`src/core/mbs_pkg.sv`:
```
// Shared constants and carrier types of the matrix burst scheduler.
package mbs_pkg;

   // Clock rate and derived per-unit cycle counts.
   localparam int CLK_HZ = 10_000_000;
   localparam int CLK_PER_US = CLK_HZ / 1_000_000;
   localparam int CLK_PER_MS = CLK_HZ / 1_000;

   // Start-to-start burst periods.
   localparam int BURST_P0_US = 500;
   localparam int BURST_P1_US = 1000;
   localparam int BURST_P2_US = 2000;
   localparam int BURST_P0_CYC = BURST_P0_US * CLK_PER_US;
   localparam int BURST_P1_CYC = BURST_P1_US * CLK_PER_US;
   localparam int BURST_P2_CYC = BURST_P2_US * CLK_PER_US;

   // Calibration cycle length for each burst period.
   localparam int CAL_T0_MS = 100;
   localparam int CAL_T1_MS = 150;
   localparam int CAL_T2_MS = 300;
   localparam int CAL_T0_CYC = CAL_T0_MS * CLK_PER_MS;
   localparam int CAL_T1_CYC = CAL_T1_MS * CLK_PER_MS;
   localparam int CAL_T2_CYC = CAL_T2_MS * CLK_PER_MS;

   // Startup latencies before the host may talk to the block.
   localparam int BOOT_FIRST_MS = 2000;
   localparam int BOOT_MS = 70;
   localparam int BOOT_FIRST_CYC = BOOT_FIRST_MS * CLK_PER_MS;
   localparam int BOOT_CYC = BOOT_MS * CLK_PER_MS;

   // Least low time of the reset pin.
   localparam int RSTPIN_MIN_US = 10;
   localparam int RSTPIN_MIN_CYC = RSTPIN_MIN_US * CLK_PER_US;

   // Charge acceptance window, rounded up to whole cycles.
   localparam int DWELL_NS = 83;
   localparam int DWELL_CYC = (DWELL_NS * CLK_PER_US + 999) / 1000;

   // Pulse gap limits in microseconds.
   localparam int GAP_MIN_US = 1;
   localparam int GAP_MAX_US = 10;

   // Burst and calibration figures.
   localparam int NUM_KEYS = 16;
   localparam logic [6:0] PULSE_MAX = 7'h40;
   localparam logic [3:0] CAL_BURSTS = 4'h9;
   localparam logic [2:0] CAL_TRIES = 3'h5;
   localparam logic [11:0] RAMP_MAX = 12'hFFF;
   localparam logic [3:0] CLAMP_ALL = 4'hF;

   // Register offsets.
   localparam logic [7:0] ADDR_CTRL = 8'h00;
   localparam logic [7:0] ADDR_STATUS = 8'h04;
   localparam logic [7:0] ADDR_CAL = 8'h08;
   localparam logic [7:0] ADDR_RESULT = 8'h0C;
   localparam logic [7:0] ADDR_BLEN = 8'h40;
   localparam logic [7:0] BLEN_MASK = 8'hC3;

   // Field positions.
   localparam int CTRL_PER_LSB = 0;
   localparam int CTRL_GAP_LSB = 4;
   localparam int CTRL_RESTART_BIT = 8;
   localparam int ST_READY_BIT = 0;
   localparam int ST_CAL_BIT = 1;
   localparam int ST_ERR_BIT = 2;
   localparam int ST_KEY_LSB = 4;
   localparam int ST_SCAN_LSB = 8;
   localparam int RES_KEY_LSB = 12;
   localparam int RES_TMO_BIT = 16;

   // Period select codes and reset values.
   localparam logic [1:0] PER_SEL_500US = 2'h0;
   localparam logic [1:0] PER_SEL_1MS = 2'h1;
   localparam logic [1:0] PER_RST = 2'h0;
   localparam logic [3:0] GAP_RST = 4'h1;
   localparam logic [6:0] BLEN_RST = 7'h08;

   typedef enum logic [1:0] {
      SC_IDLE = 2'b00,
      SC_PULSE = 2'b01,
      SC_CONV = 2'b11,
      SC_WAIT = 2'b10
   } mbs_scan_e;

   typedef struct packed {
      logic psel;
      logic penable;
      logic pwrite;
      logic [7:0] paddr;
      logic [31:0] pwdata;
   } mbs_apb_req_s;

   typedef struct packed {
      logic pready;
      logic [31:0] prdata;
      logic pslverr;
   } mbs_apb_rsp_s;

   typedef struct packed {
      logic [3:0] rowDrive;
      logic [3:0] colGate;
      logic [3:0] colClamp;
      logic rampEnable;
   } mbs_matrix_s;

endpackage

```
`src/core/mbs_restart.sv`:
```
// Reset pin filter, restart command and startup latency timer.
module mbs_restart #(
   parameter int P_BOOT_FIRST = mbs_pkg::BOOT_FIRST_CYC,
   parameter int P_BOOT = mbs_pkg::BOOT_CYC
)(
   input wire logic clk_sys,
   input wire logic rst,
   input wire logic resetPinN,
   input wire logic softCmd,
   input wire logic nvBlank,
   output logic restartHold,
   output logic commReady
);
   import mbs_pkg::*;

   typedef struct packed {
      logic [7:0] pinLow;
      logic hold;
      logic [31:0] bootTimer;
      logic booting;
      logic seen;
      logic longBoot;
      logic ready;
   } mbs_rst_s;

   mbs_rst_s s;
   mbs_rst_s n;
   logic [31:0] target;

   // The blank-store strap is caught on the first edge after release,
   // so the asynchronous reset never loads a port value.
   always_comb begin
      n = s;
      n.hold = 1'b0;
      target = s.longBoot ? 32'(P_BOOT_FIRST) : 32'(P_BOOT);
      if (!s.seen) begin
         n.seen = 1'b1;
         n.longBoot = nvBlank;
         n.booting = 1'b1;
      end
      // Short glitches on the pin are ignored; only a long low restarts.
      if (!resetPinN) begin
         if (s.pinLow < 8'(RSTPIN_MIN_CYC)) begin
            n.pinLow = s.pinLow + 8'h1;
         end
         if (s.pinLow >= 8'(RSTPIN_MIN_CYC - 1)) begin
            n.hold = 1'b1;
         end
      end else begin
         n.pinLow = 8'h0;
      end
      if (softCmd) begin
         n.hold = 1'b1;
      end
      if (n.hold) begin
         n.ready = 1'b0;
         n.booting = 1'b1;
         n.bootTimer = 32'h0;
      end else if (s.booting && s.seen) begin
         n.bootTimer = s.bootTimer + 32'h1;
         if (s.bootTimer >= target - 32'h1) begin
            n.booting = 1'b0;
            n.ready = 1'b1;
            n.longBoot = 1'b0;
         end
      end
   end

   // State register.
   always_ff @(posedge clk_sys or posedge rst) begin
      if (rst) begin
         s <= '0;
      end else begin
         s <= n;
      end
   end

   assign restartHold = s.hold;
   assign commReady = s.ready;

endmodule

```
`src/core/mbs_scheduler.sv`:
```
// Burst scheduler for a 16-key capacitive matrix, with APB registers.
//
// Added by the designer: the register offsets and the APB slave port.
module mbs_scheduler #(
   parameter int P_BURST0 = mbs_pkg::BURST_P0_CYC,
   parameter int P_BURST1 = mbs_pkg::BURST_P1_CYC,
   parameter int P_BURST2 = mbs_pkg::BURST_P2_CYC,
   parameter int P_CAL0 = mbs_pkg::CAL_T0_CYC,
   parameter int P_CAL1 = mbs_pkg::CAL_T1_CYC,
   parameter int P_CAL2 = mbs_pkg::CAL_T2_CYC,
   parameter int P_BOOT_FIRST = mbs_pkg::BOOT_FIRST_CYC,
   parameter int P_BOOT = mbs_pkg::BOOT_CYC
)(
   input wire logic clk_sys,
   input wire logic rst,
   input wire logic resetPinN,
   input wire logic nvBlank,
   input wire logic rampTrip,
   input wire mbs_pkg::mbs_apb_req_s apbReq,
   output mbs_pkg::mbs_apb_rsp_s apbRsp,
   output mbs_pkg::mbs_matrix_s matrix,
   output logic commReady
);
   import mbs_pkg::*;

   typedef struct packed {
      mbs_apb_rsp_s rsp;
      logic softCmd;
      logic [1:0] perSel;
      logic [3:0] gapUs;
      logic [15:0][6:0] blen;
      logic running;
      mbs_scan_e scan;
      logic [3:0] key;
      logic [6:0] pulseIdx;
      logic [6:0] tick;
      logic [31:0] slotCnt;
      logic [11:0] rampCnt;
      logic [11:0] result;
      logic [3:0] resKey;
      logic resTimeout;
      logic [31:0] calTimer;
      logic [15:0] calib;
      logic [15:0] calErr;
      logic [15:0] calFail;
      logic [15:0][3:0] calBursts;
      logic [15:0][2:0] calTries;
      mbs_matrix_s pins;
   } mbs_state_s;

   // Power-on contents; the restart command loads the same value.
   function automatic mbs_state_s initState();
      mbs_state_s v;
      v = '0;
      v.perSel = PER_RST;
      v.gapUs = GAP_RST;
      for (int k = 0; k < NUM_KEYS; k++) begin
         v.blen[k] = BLEN_RST;
      end
      v.scan = SC_IDLE;
      v.pins.colClamp = CLAMP_ALL;
      return v;
   endfunction

   localparam mbs_state_s ST_RESET = initState();

   // Start-to-start slot length for the selected period.
   function automatic logic [31:0] slotLen(input logic [1:0] sel);
      if (sel == PER_SEL_500US) begin
         return 32'(P_BURST0);
      end else if (sel == PER_SEL_1MS) begin
         return 32'(P_BURST1);
      end
      return 32'(P_BURST2);
   endfunction

   // Calibration cycle length for the selected period.
   function automatic logic [31:0] calLen(input logic [1:0] sel);
      if (sel == PER_SEL_500US) begin
         return 32'(P_CAL0);
      end else if (sel == PER_SEL_1MS) begin
         return 32'(P_CAL1);
      end
      return 32'(P_CAL2);
   endfunction

   // Pulse spacing in cycles; settings outside 1..10 us are clipped.
   function automatic logic [6:0] gapLen(input logic [3:0] us);
      logic [3:0] u;
      u = us;
      if (u < 4'(GAP_MIN_US)) begin
         u = 4'(GAP_MIN_US);
      end else if (u > 4'(GAP_MAX_US)) begin
         u = 4'(GAP_MAX_US);
      end
      return 7'(int'(u) * CLK_PER_US);
   endfunction

   // One-hot line select.
   function automatic logic [3:0] oneHot(input logic [1:0] i);
      return 4'(4'h1 << i);
   endfunction

   // Pulse-count register decode, used by read and write paths.
   function automatic logic isBlen(input logic [7:0] a);
      return (a & BLEN_MASK) == ADDR_BLEN;
   endfunction

   // Matrix pin levels for a given scan state and pulse phase.
   function automatic mbs_matrix_s pinsFor(input mbs_scan_e sc,
                                           input logic [3:0] key,
                                           input logic [6:0] tick);
      mbs_matrix_s p;
      logic [3:0] row;
      logic [3:0] col;
      row = oneHot(key[1:0]);
      col = oneHot(key[3:2]);
      p.rowDrive = 4'h0;
      p.colGate = 4'h0;
      p.colClamp = CLAMP_ALL;
      p.rampEnable = 1'b0;
      if (sc == SC_PULSE) begin
         if (tick < 7'(DWELL_CYC)) begin
            p.rowDrive = row;
            p.colGate = col;
            p.colClamp = ~col;
         end else if (tick == 7'(DWELL_CYC)) begin
            p.rowDrive = row;
         end else if (tick == 7'(DWELL_CYC + 1)) begin
            p.colClamp = CLAMP_ALL;
         end else begin
            p.colClamp = ~col;
         end
      end else if (sc == SC_CONV) begin
         p.rampEnable = 1'b1;
         p.colClamp = ~col;
      end
      return p;
   endfunction

   mbs_state_s s;
   mbs_state_s n;
   logic restartHold;
   logic [31:0] per;
   logic [31:0] cal;
   logic [6:0] gap;
   logic acc;
   logic wr;
   logic hit;
   logic [31:0] rd;
   logic record;
   logic fail;

   // Restart sources and startup latency live in their own module.
   mbs_restart #(
      .P_BOOT_FIRST(P_BOOT_FIRST),
      .P_BOOT(P_BOOT)
   ) uRestart (
      .clk_sys(clk_sys),
      .rst(rst),
      .resetPinN(resetPinN),
      .softCmd(s.softCmd),
      .nvBlank(nvBlank),
      .restartHold(restartHold),
      .commReady(commReady)
   );

   // Next-state logic: bus slave, scan engine and calibration tracker.
   always_comb begin
      n = s;
      per = slotLen(s.perSel);
      cal = calLen(s.perSel);
      gap = gapLen(s.gapUs);
      record = 1'b0;
      fail = 1'b0;
      acc = apbReq.psel && apbReq.penable;
      wr = acc && s.rsp.pready && apbReq.pwrite;
      hit = 1'b1;
      rd = 32'h0;
      n.softCmd = 1'b0;

      // Read mux; the answer is registered, giving one wait state.
      if (isBlen(apbReq.paddr)) begin
         rd[6:0] = s.blen[apbReq.paddr[5:2]];
      end else begin
         case (apbReq.paddr)
            ADDR_CTRL: begin
               rd[CTRL_PER_LSB +: 2] = s.perSel;
               rd[CTRL_GAP_LSB +: 4] = s.gapUs;
            end
            ADDR_STATUS: begin
               rd[ST_READY_BIT] = commReady;
               rd[ST_CAL_BIT] = |s.calib;
               rd[ST_ERR_BIT] = |s.calErr;
               rd[ST_KEY_LSB +: 4] = s.key;
               rd[ST_SCAN_LSB +: 2] = s.scan;
            end
            ADDR_CAL: begin
               rd = {s.calErr, s.calib};
            end
            ADDR_RESULT: begin
               rd[11:0] = s.result;
               rd[RES_KEY_LSB +: 4] = s.resKey;
               rd[RES_TMO_BIT] = s.resTimeout;
            end
            default: begin
               hit = 1'b0;
            end
         endcase
      end
      n.rsp.pready = acc && !s.rsp.pready;
      n.rsp.pslverr = n.rsp.pready && !hit;
      if (n.rsp.pready) begin
         n.rsp.prdata = rd;
      end

      // Writes land on the edge that completes the access.
      if (wr && isBlen(apbReq.paddr)) begin
         if (apbReq.pwdata > 32'(PULSE_MAX)) begin
            n.blen[apbReq.paddr[5:2]] = PULSE_MAX;
         end else begin
            n.blen[apbReq.paddr[5:2]] = apbReq.pwdata[6:0];
         end
      end else if (wr && apbReq.paddr == ADDR_CTRL) begin
         n.perSel = apbReq.pwdata[CTRL_PER_LSB +: 2];
         n.gapUs = apbReq.pwdata[CTRL_GAP_LSB +: 4];
         n.softCmd = apbReq.pwdata[CTRL_RESTART_BIT];
      end

      // Scanning starts, with a full calibration, once the host may talk.
      if (!s.running) begin
         if (commReady) begin
            n.running = 1'b1;
            n.slotCnt = 32'h0;
            n.key = 4'h0;
            n.scan = SC_IDLE;
            n.calib = '1;
            n.calTimer = 32'h0;
         end
      end else begin
         n.slotCnt = s.slotCnt + 32'h1;
         unique case (s.scan)
            SC_IDLE: begin
               if (s.slotCnt == 32'h0) begin
                  if (s.blen[s.key] == 7'h0) begin
                     n.scan = SC_WAIT;
                     record = 1'b1;
                  end else begin
                     n.scan = SC_PULSE;
                     n.tick = 7'h0;
                     n.pulseIdx = 7'h0;
                  end
               end
            end
            SC_PULSE: begin
               if (s.tick >= gap - 7'h1) begin
                  n.tick = 7'h0;
                  n.pulseIdx = s.pulseIdx + 7'h1;
                  if (s.pulseIdx + 7'h1 >= s.blen[s.key]) begin
                     n.scan = SC_CONV;
                     n.rampCnt = 12'h0;
                  end
               end else begin
                  n.tick = s.tick + 7'h1;
               end
            end
            SC_CONV: begin
               n.rampCnt = s.rampCnt + 12'h1;
               if (rampTrip || s.rampCnt == RAMP_MAX) begin
                  n.result = s.rampCnt;
                  n.resKey = s.key;
                  n.resTimeout = !rampTrip;
                  n.scan = SC_WAIT;
                  record = 1'b1;
                  fail = !rampTrip;
               end
            end
            SC_WAIT: begin
               n.scan = SC_WAIT;
            end
         endcase
         // A burst that overruns its slot is cut short so that the
         // period never stretches; the host must size bursts to fit.
         if (s.slotCnt >= per - 32'h1) begin
            n.slotCnt = 32'h0;
            n.scan = SC_IDLE;
            n.key = s.key + 4'h1;
         end
      end

      // A finished or skipped slot counts as one calibration burst.
      if (record && s.calib[s.key]) begin
         if (s.calBursts[s.key] < CAL_BURSTS) begin
            n.calBursts[s.key] = s.calBursts[s.key] + 4'h1;
         end
         if (fail) begin
            n.calFail[s.key] = 1'b1;
         end
      end

      // At the end of each calibration cycle every pending key is judged.
      if (s.running && |s.calib) begin
         n.calTimer = s.calTimer + 32'h1;
         if (s.calTimer >= cal - 32'h1) begin
            n.calTimer = 32'h0;
            for (int k = 0; k < NUM_KEYS; k++) begin
               if (s.calib[k]) begin
                  if (n.calBursts[k] >= CAL_BURSTS && !n.calFail[k]) begin
                     n.calib[k] = 1'b0;
                  end else if (s.calTries[k] == CAL_TRIES - 3'h1) begin
                     n.calib[k] = 1'b0;
                     n.calErr[k] = 1'b1;
                  end else begin
                     n.calTries[k] = s.calTries[k] + 3'h1;
                  end
               end
               n.calBursts[k] = 4'h0;
               n.calFail[k] = 1'b0;
            end
         end
      end

      n.pins = pinsFor(n.scan, n.key, n.tick);

      // Pin reset and the restart command both reload power-on state.
      if (restartHold) begin
         n = ST_RESET;
      end
   end

   // State register.
   always_ff @(posedge clk_sys or posedge rst) begin
      if (rst) begin
         s <= ST_RESET;
      end else begin
         s <= n;
      end
   end

   assign apbRsp = s.rsp;
   assign matrix = s.pins;

endmodule

```
`config.mk`:
```
export PLATFORM = sky130hd
export DESIGN_NAME = mbs_scheduler
export DESIGN_NICKNAME = d
export VERILOG_FILES = /design/src/core/mbs_pkg.sv /design/src/core/mbs_restart.sv /design/src/core/mbs_scheduler.sv
export SDC_FILE = /design/constraint.sdc
export NUM_CORES = 1
export LEC_CHECK = 0
export ABC_CLOCK_PERIOD_IN_PS = 28200
export BUFFER_PORTS_ARGS = -buffer_cell sky130_fd_sc_hd__buf_2
export CAP_MARGIN = 15
export CORE_ASPECT_RATIO = 1.5
export CORE_UTILIZATION = 55
export CTS_CLUSTER_SIZE = 30
export DETAILED_ROUTE_END_ITERATION = 16
export PLACE_DENSITY = 0.79
export SKIP_CTS_REPAIR_TIMING = 1
export SYNTH_ARGS = -nofsm -noshare
export SYNTH_HDL_FRONTEND = slang
export SYNTH_HIERARCHICAL = 1
export SYNTH_SLANG_ARGS = --single-unit
```
`constraint.sdc`:
```
create_clock -name clk_sys -period 28.2 [get_ports clk_sys]
set_input_delay 4.23 -clock clk_sys [delete_from_list [all_inputs] [get_ports clk_sys]]
set_output_delay 4.23 -clock clk_sys [all_outputs]
set_load 0.1 [all_outputs]
```
==> implementation parameters <==
Parameter                              Value

Die
  Count of standard-cell rows ... 100
  Boundary pin count ... 96
  Initial core utilization ... between 50% and 60%
  Core footprint ... ~0.050 sq mm
  Die Footprint ... between 0.05 and 0.06 sq mm
  Die H ... 276.9 microns
  Horizontal extent of the die ... around 190 microns

STA
  Post-layout min period ... around 6.6 ns
  RSZ-0062 raised after global routing ... no
  Final sum of negative setup slack ... 0 ns
  Max Clock Skew ... between 0.02 and 0.03 ns
  Part of the cycle the worst path needs ... between 20% and 30%
  Setup-failing EPs final ... 0
  Max Clock Freq ... ~150 MHz
  Hold Vio Cnt, Final ... 0
  Headroom to the max-slew limit ... around 22%
  Transition time at the pin with the least slew margin ... between 1 and 1.5 ns
  Pins over their slew limit ... 0

Drt
  Met2 wirelength from detailed routing ... between 30 and 40 mm
  Number of DRC markers after the initial detailed-route iteration ... around 2200
  Via count ... ~22000
  Wl on met1 ... 27.83 mm
  Wire length reported by the detailed router ... around 75 mm
  Routed length per instance ... 21.90 microns
  DRC viols ... 0
  Top metal layer carrying routed signals ... met4
  Post-DR vias/cell ... around 6.5
  Number of optimization iterations in the first detailed-route pass ... 8
  Antenna viol nets, final ... 0
  Routed met3 length ... 4.374 mm

Logic synthesis
  Ranking of synthesized cells by instance count ... sky130_fd_sc_hd__dfrtp_1, sky130_fd_sc_hd__nor2_1, sky130_fd_sc_hd__nand2_1
  Sequential share of the synthesized area ... about 44%
  Average cell area after synthesis ... about 10 sq um
  Number of enable-type register cells in the synthesized netlist ... 0
  Dominant synthesized flop cell ... sky130_fd_sc_hd__dfrtp_1
  Cell taking the most area after synthesis ... sky130_fd_sc_hd__dfrtp_1
  Fraction of post-synthesis cell area in the top cell type by area ... a little over two fifths
  Cell with the most instances after synthesis ... sky130_fd_sc_hd__dfrtp_1
  Syn Std Cell Area ... around 0.028 sq mm
  Total number of yosys warnings ... 6
  FFs w/ async S/R, synth ... 100.0%
  Cell variety after synth ... 95
  Flip-flop and latch count after synthesis ... just under 500
  Post-Syn Nets ... 2900
  Cell types with the largest area share after synthesis ... sky130_fd_sc_hd__dfrtp_1, sky130_fd_sc_hd__mux4_2, sky130_fd_sc_hd__mux2i_1, sky130_fd_sc_hd__nor2_1, sky130_fd_sc_hd__ha_1
  Cells after Synth ... approximately 2800

CTS
  Clock root buffer master ... sky130_fd_sc_hd__clkbuf_16
  Number of clock buffers inserted by TritonCTS ... 47
  Clock tree from TritonCTS ... yes
  Clock transition time at the flip-flop clock pins of the worst setup and hold paths ... around 0.07 ns
  Clock sink total ... slightly below 500
  Depth of the CTS H-tree ... 2
  CTS Buffer Depth ... 3
  Insertion delay to the later sink of the worst-skew pair ... roughly 0.6 ns

Global route
  First-pass GRT wire length ... 119.3 mm
  Global-route usage over all layers ... about 30%
  GRT Residual Overflow ... 0
  Pin count of the biggest net entering global routing ... approximately 160
  Via count of the first global-routing pass ... approximately 23000
  Initial antenna violation count ... 0

Place
  Count of input and output buffers ... between 90 and 100
  Final RePlAce weighted congestion ... 0.9064
  Placed wire-length estimate after detailed placement ... approximately 50 mm
  Total placed cells including tap cells ... 3321

Flow run
  Max-cap check violation count ... 0

Layout
  Share of layout cells above drive strength 1 ... a little over an eighth
  Finished Layout Cells ... about 3400
  Number of antenna repair diodes ... 0
  Area growth syn-to-layout ... 8.013%
  Nets@finish ... around 2900
  Fillers ... a little under 4000

Worst setup path
  Launching element type of the critical path ... primary input
  List of cells traversed by the critical path ... buf_2, nor3_1, nand2_1, nor2_1, nand3b_1, nor2_1, mux2i_1, nor2_1
  Reg-to-reg critical path startpoint ... s[282]
  Maximum cell stage delay along the critical path ... approximately 0.85 ns
  WS Path Type ... in -> reg
  Top cell by count, worst path ... sky130_fd_sc_hd__nor2_1
  Length in cells of the worst reg-to-reg path ... 11
  Top fanout value on the critical path ... 9
  Critical R2R Capture ... s[49]
  Required time of the critical path ... 28.65 ns
  Critical Path End Type ... register
  Data arrival time at the worst-slack endpoint ... a little over 7 ns
  Library cell contributing the largest single delay on the critical path ... sky130_fd_sc_hd__nor2_1
  Flop2flop setup slack ... roughly 22 ns

Min path
  Cells on Worst Hold Path ... 1
  Hold Path Class ... reg -> reg
  Hold wc startpoint ... s[262]
  Worst min-delay path endpoint ... s[262]

Outcome
  Run status ... finished, final reports clean

Pwr
  Static Leak ... about 13 nW
  Max VDD drop ... approximately 0.060 mV
  PwrDens ... roughly 70 mW/mm^2
  Pwr Total ... between 0.002 and 0.0025 W
[worst max-delay path by stage]
stage,to,depth (start not counted),startpoint,slack (ns)
2_1_floorplan,apbRsp[0],1,rst,11.75
3_3_place_gp,s[302],8,apbReq[33],21.13
3_5_place_dp,s[301],8,apbReq[33],20.98
4_1_cts,s[306],8,apbReq[33],21.55
5_1_grt,s[359],8,apbReq[33],21.49
6_report,s[359],8,apbReq[33],21.60
[cell families after synthesis]
group	synth area share, %
mux	13.42
fa+ha+maj	4.586
xor+xnor	2.370
other cells	0.04063
compound gates	11.84
flops	43.88
simple gates	18.59
buf+inv	5.268
[cells in the final DEF, fill, tap and decap left out, types with 10 or more instances in the layout]
cell type                   instances
sky130_fd_sc_hd__bufinv_16         10
sky130_fd_sc_hd__and4_1            31
sky130_fd_sc_hd__a41oi_1           17
sky130_fd_sc_hd__dfstp_2           21
sky130_fd_sc_hd__nand2_1          234
sky130_fd_sc_hd__xor2_1            45
sky130_fd_sc_hd__mux2_2            15
sky130_fd_sc_hd__a31o_1            10
sky130_fd_sc_hd__a211oi_1          45
sky130_fd_sc_hd__mux4_2            77
sky130_fd_sc_hd__or3_1             24
sky130_fd_sc_hd__mux2i_1          147
sky130_fd_sc_hd__and3_1            40
sky130_fd_sc_hd__o31ai_1           12
sky130_fd_sc_hd__nor2_1           350
sky130_fd_sc_hd__nand3b_1          10
sky130_fd_sc_hd__a21oi_1          103
sky130_fd_sc_hd__a22o_1            46
sky130_fd_sc_hd__nor3_1            35
sky130_fd_sc_hd__and2_1            35
sky130_fd_sc_hd__o21ai_0           81
sky130_fd_sc_hd__a22oi_1           19
sky130_fd_sc_hd__o211ai_1          10
sky130_fd_sc_hd__buf_4             27
sky130_fd_sc_hd__dfrtp_1          461
sky130_fd_sc_hd__clkbuf_16         47
sky130_fd_sc_hd__inv_1             87
sky130_fd_sc_hd__nand4_1           52
sky130_fd_sc_hd__mux2_1            10
sky130_fd_sc_hd__nand2b_1          22
sky130_fd_sc_hd__a31oi_1           26
sky130_fd_sc_hd__xnor2_1           29
sky130_fd_sc_hd__nor2b_1           31
sky130_fd_sc_hd__buf_2             96
sky130_fd_sc_hd__a21o_1            20
sky130_fd_sc_hd__nand3_1           82
sky130_fd_sc_hd__nor4_1            34
sky130_fd_sc_hd__ha_1             100
[worst max-delay path: cells and delay by family]
family                 cells  cell delay, ns
muxes                      1            0.29
and+or+nand+nor            6            2.44
buffers and inverters      1            0.09
[flip-flops by register name (all words and copies together), names as in the netlist]
signal                cells
s                       393
uRestart/restartHold      1
matrix                   13
uRestart/commReady        1
uRestart/s               43
apbRsp                   34
[power breakdown]
part / switching (W) / leakage [nW] / internal (W)
Clock: 0.000290 / 0.849 / 0.000424
Sequential: 0.0000858 / 6.46 / 0.000755
Combinational: 0.000362 / 6.18 / 0.000184
[metal layers]
metal / vias up / GRT usage [%]
met2: 933 / 49.78
met5: - / 0
li1: 9807 / -
met1: 11140 / 34.48
met4: 0 / 19.28
met3: 322 / 4.182
[area by class of cell]
| class | instances | area (sq um) | area share (%) |
|---|---|---|---|
| multi-input combinational | 1960 | 14140 | 47.24 |
| sequential | 485 | 12170 | 40.66 |
| clock buffer | 61 | 1319 | 4.405 |
| tap | 663 | 829.5 | 2.771 |
| timing repair buffer | 125 | 714.4 | 2.386 |
| clock inverter | 27 | 419.2 | 1.400 |
| inverter | 89 | 341.6 | 1.141 |
[metrics by stage]
stage               hold slack, ns  setup WS, ns  instance area [sq um]  util (%)
finish                      0.4850         21.60                  29940     60.27
floorplan                   0.4442         11.75                  27720         -
global route                0.4965         21.49                  29940     60.27
detailed placement          0.4659         20.98                  28190     56.76
global placement            0.4618         21.13                  28180     56.74
CTS                         0.4828         21.55                  29930     60.26
(Power assumes the default switching activity.)
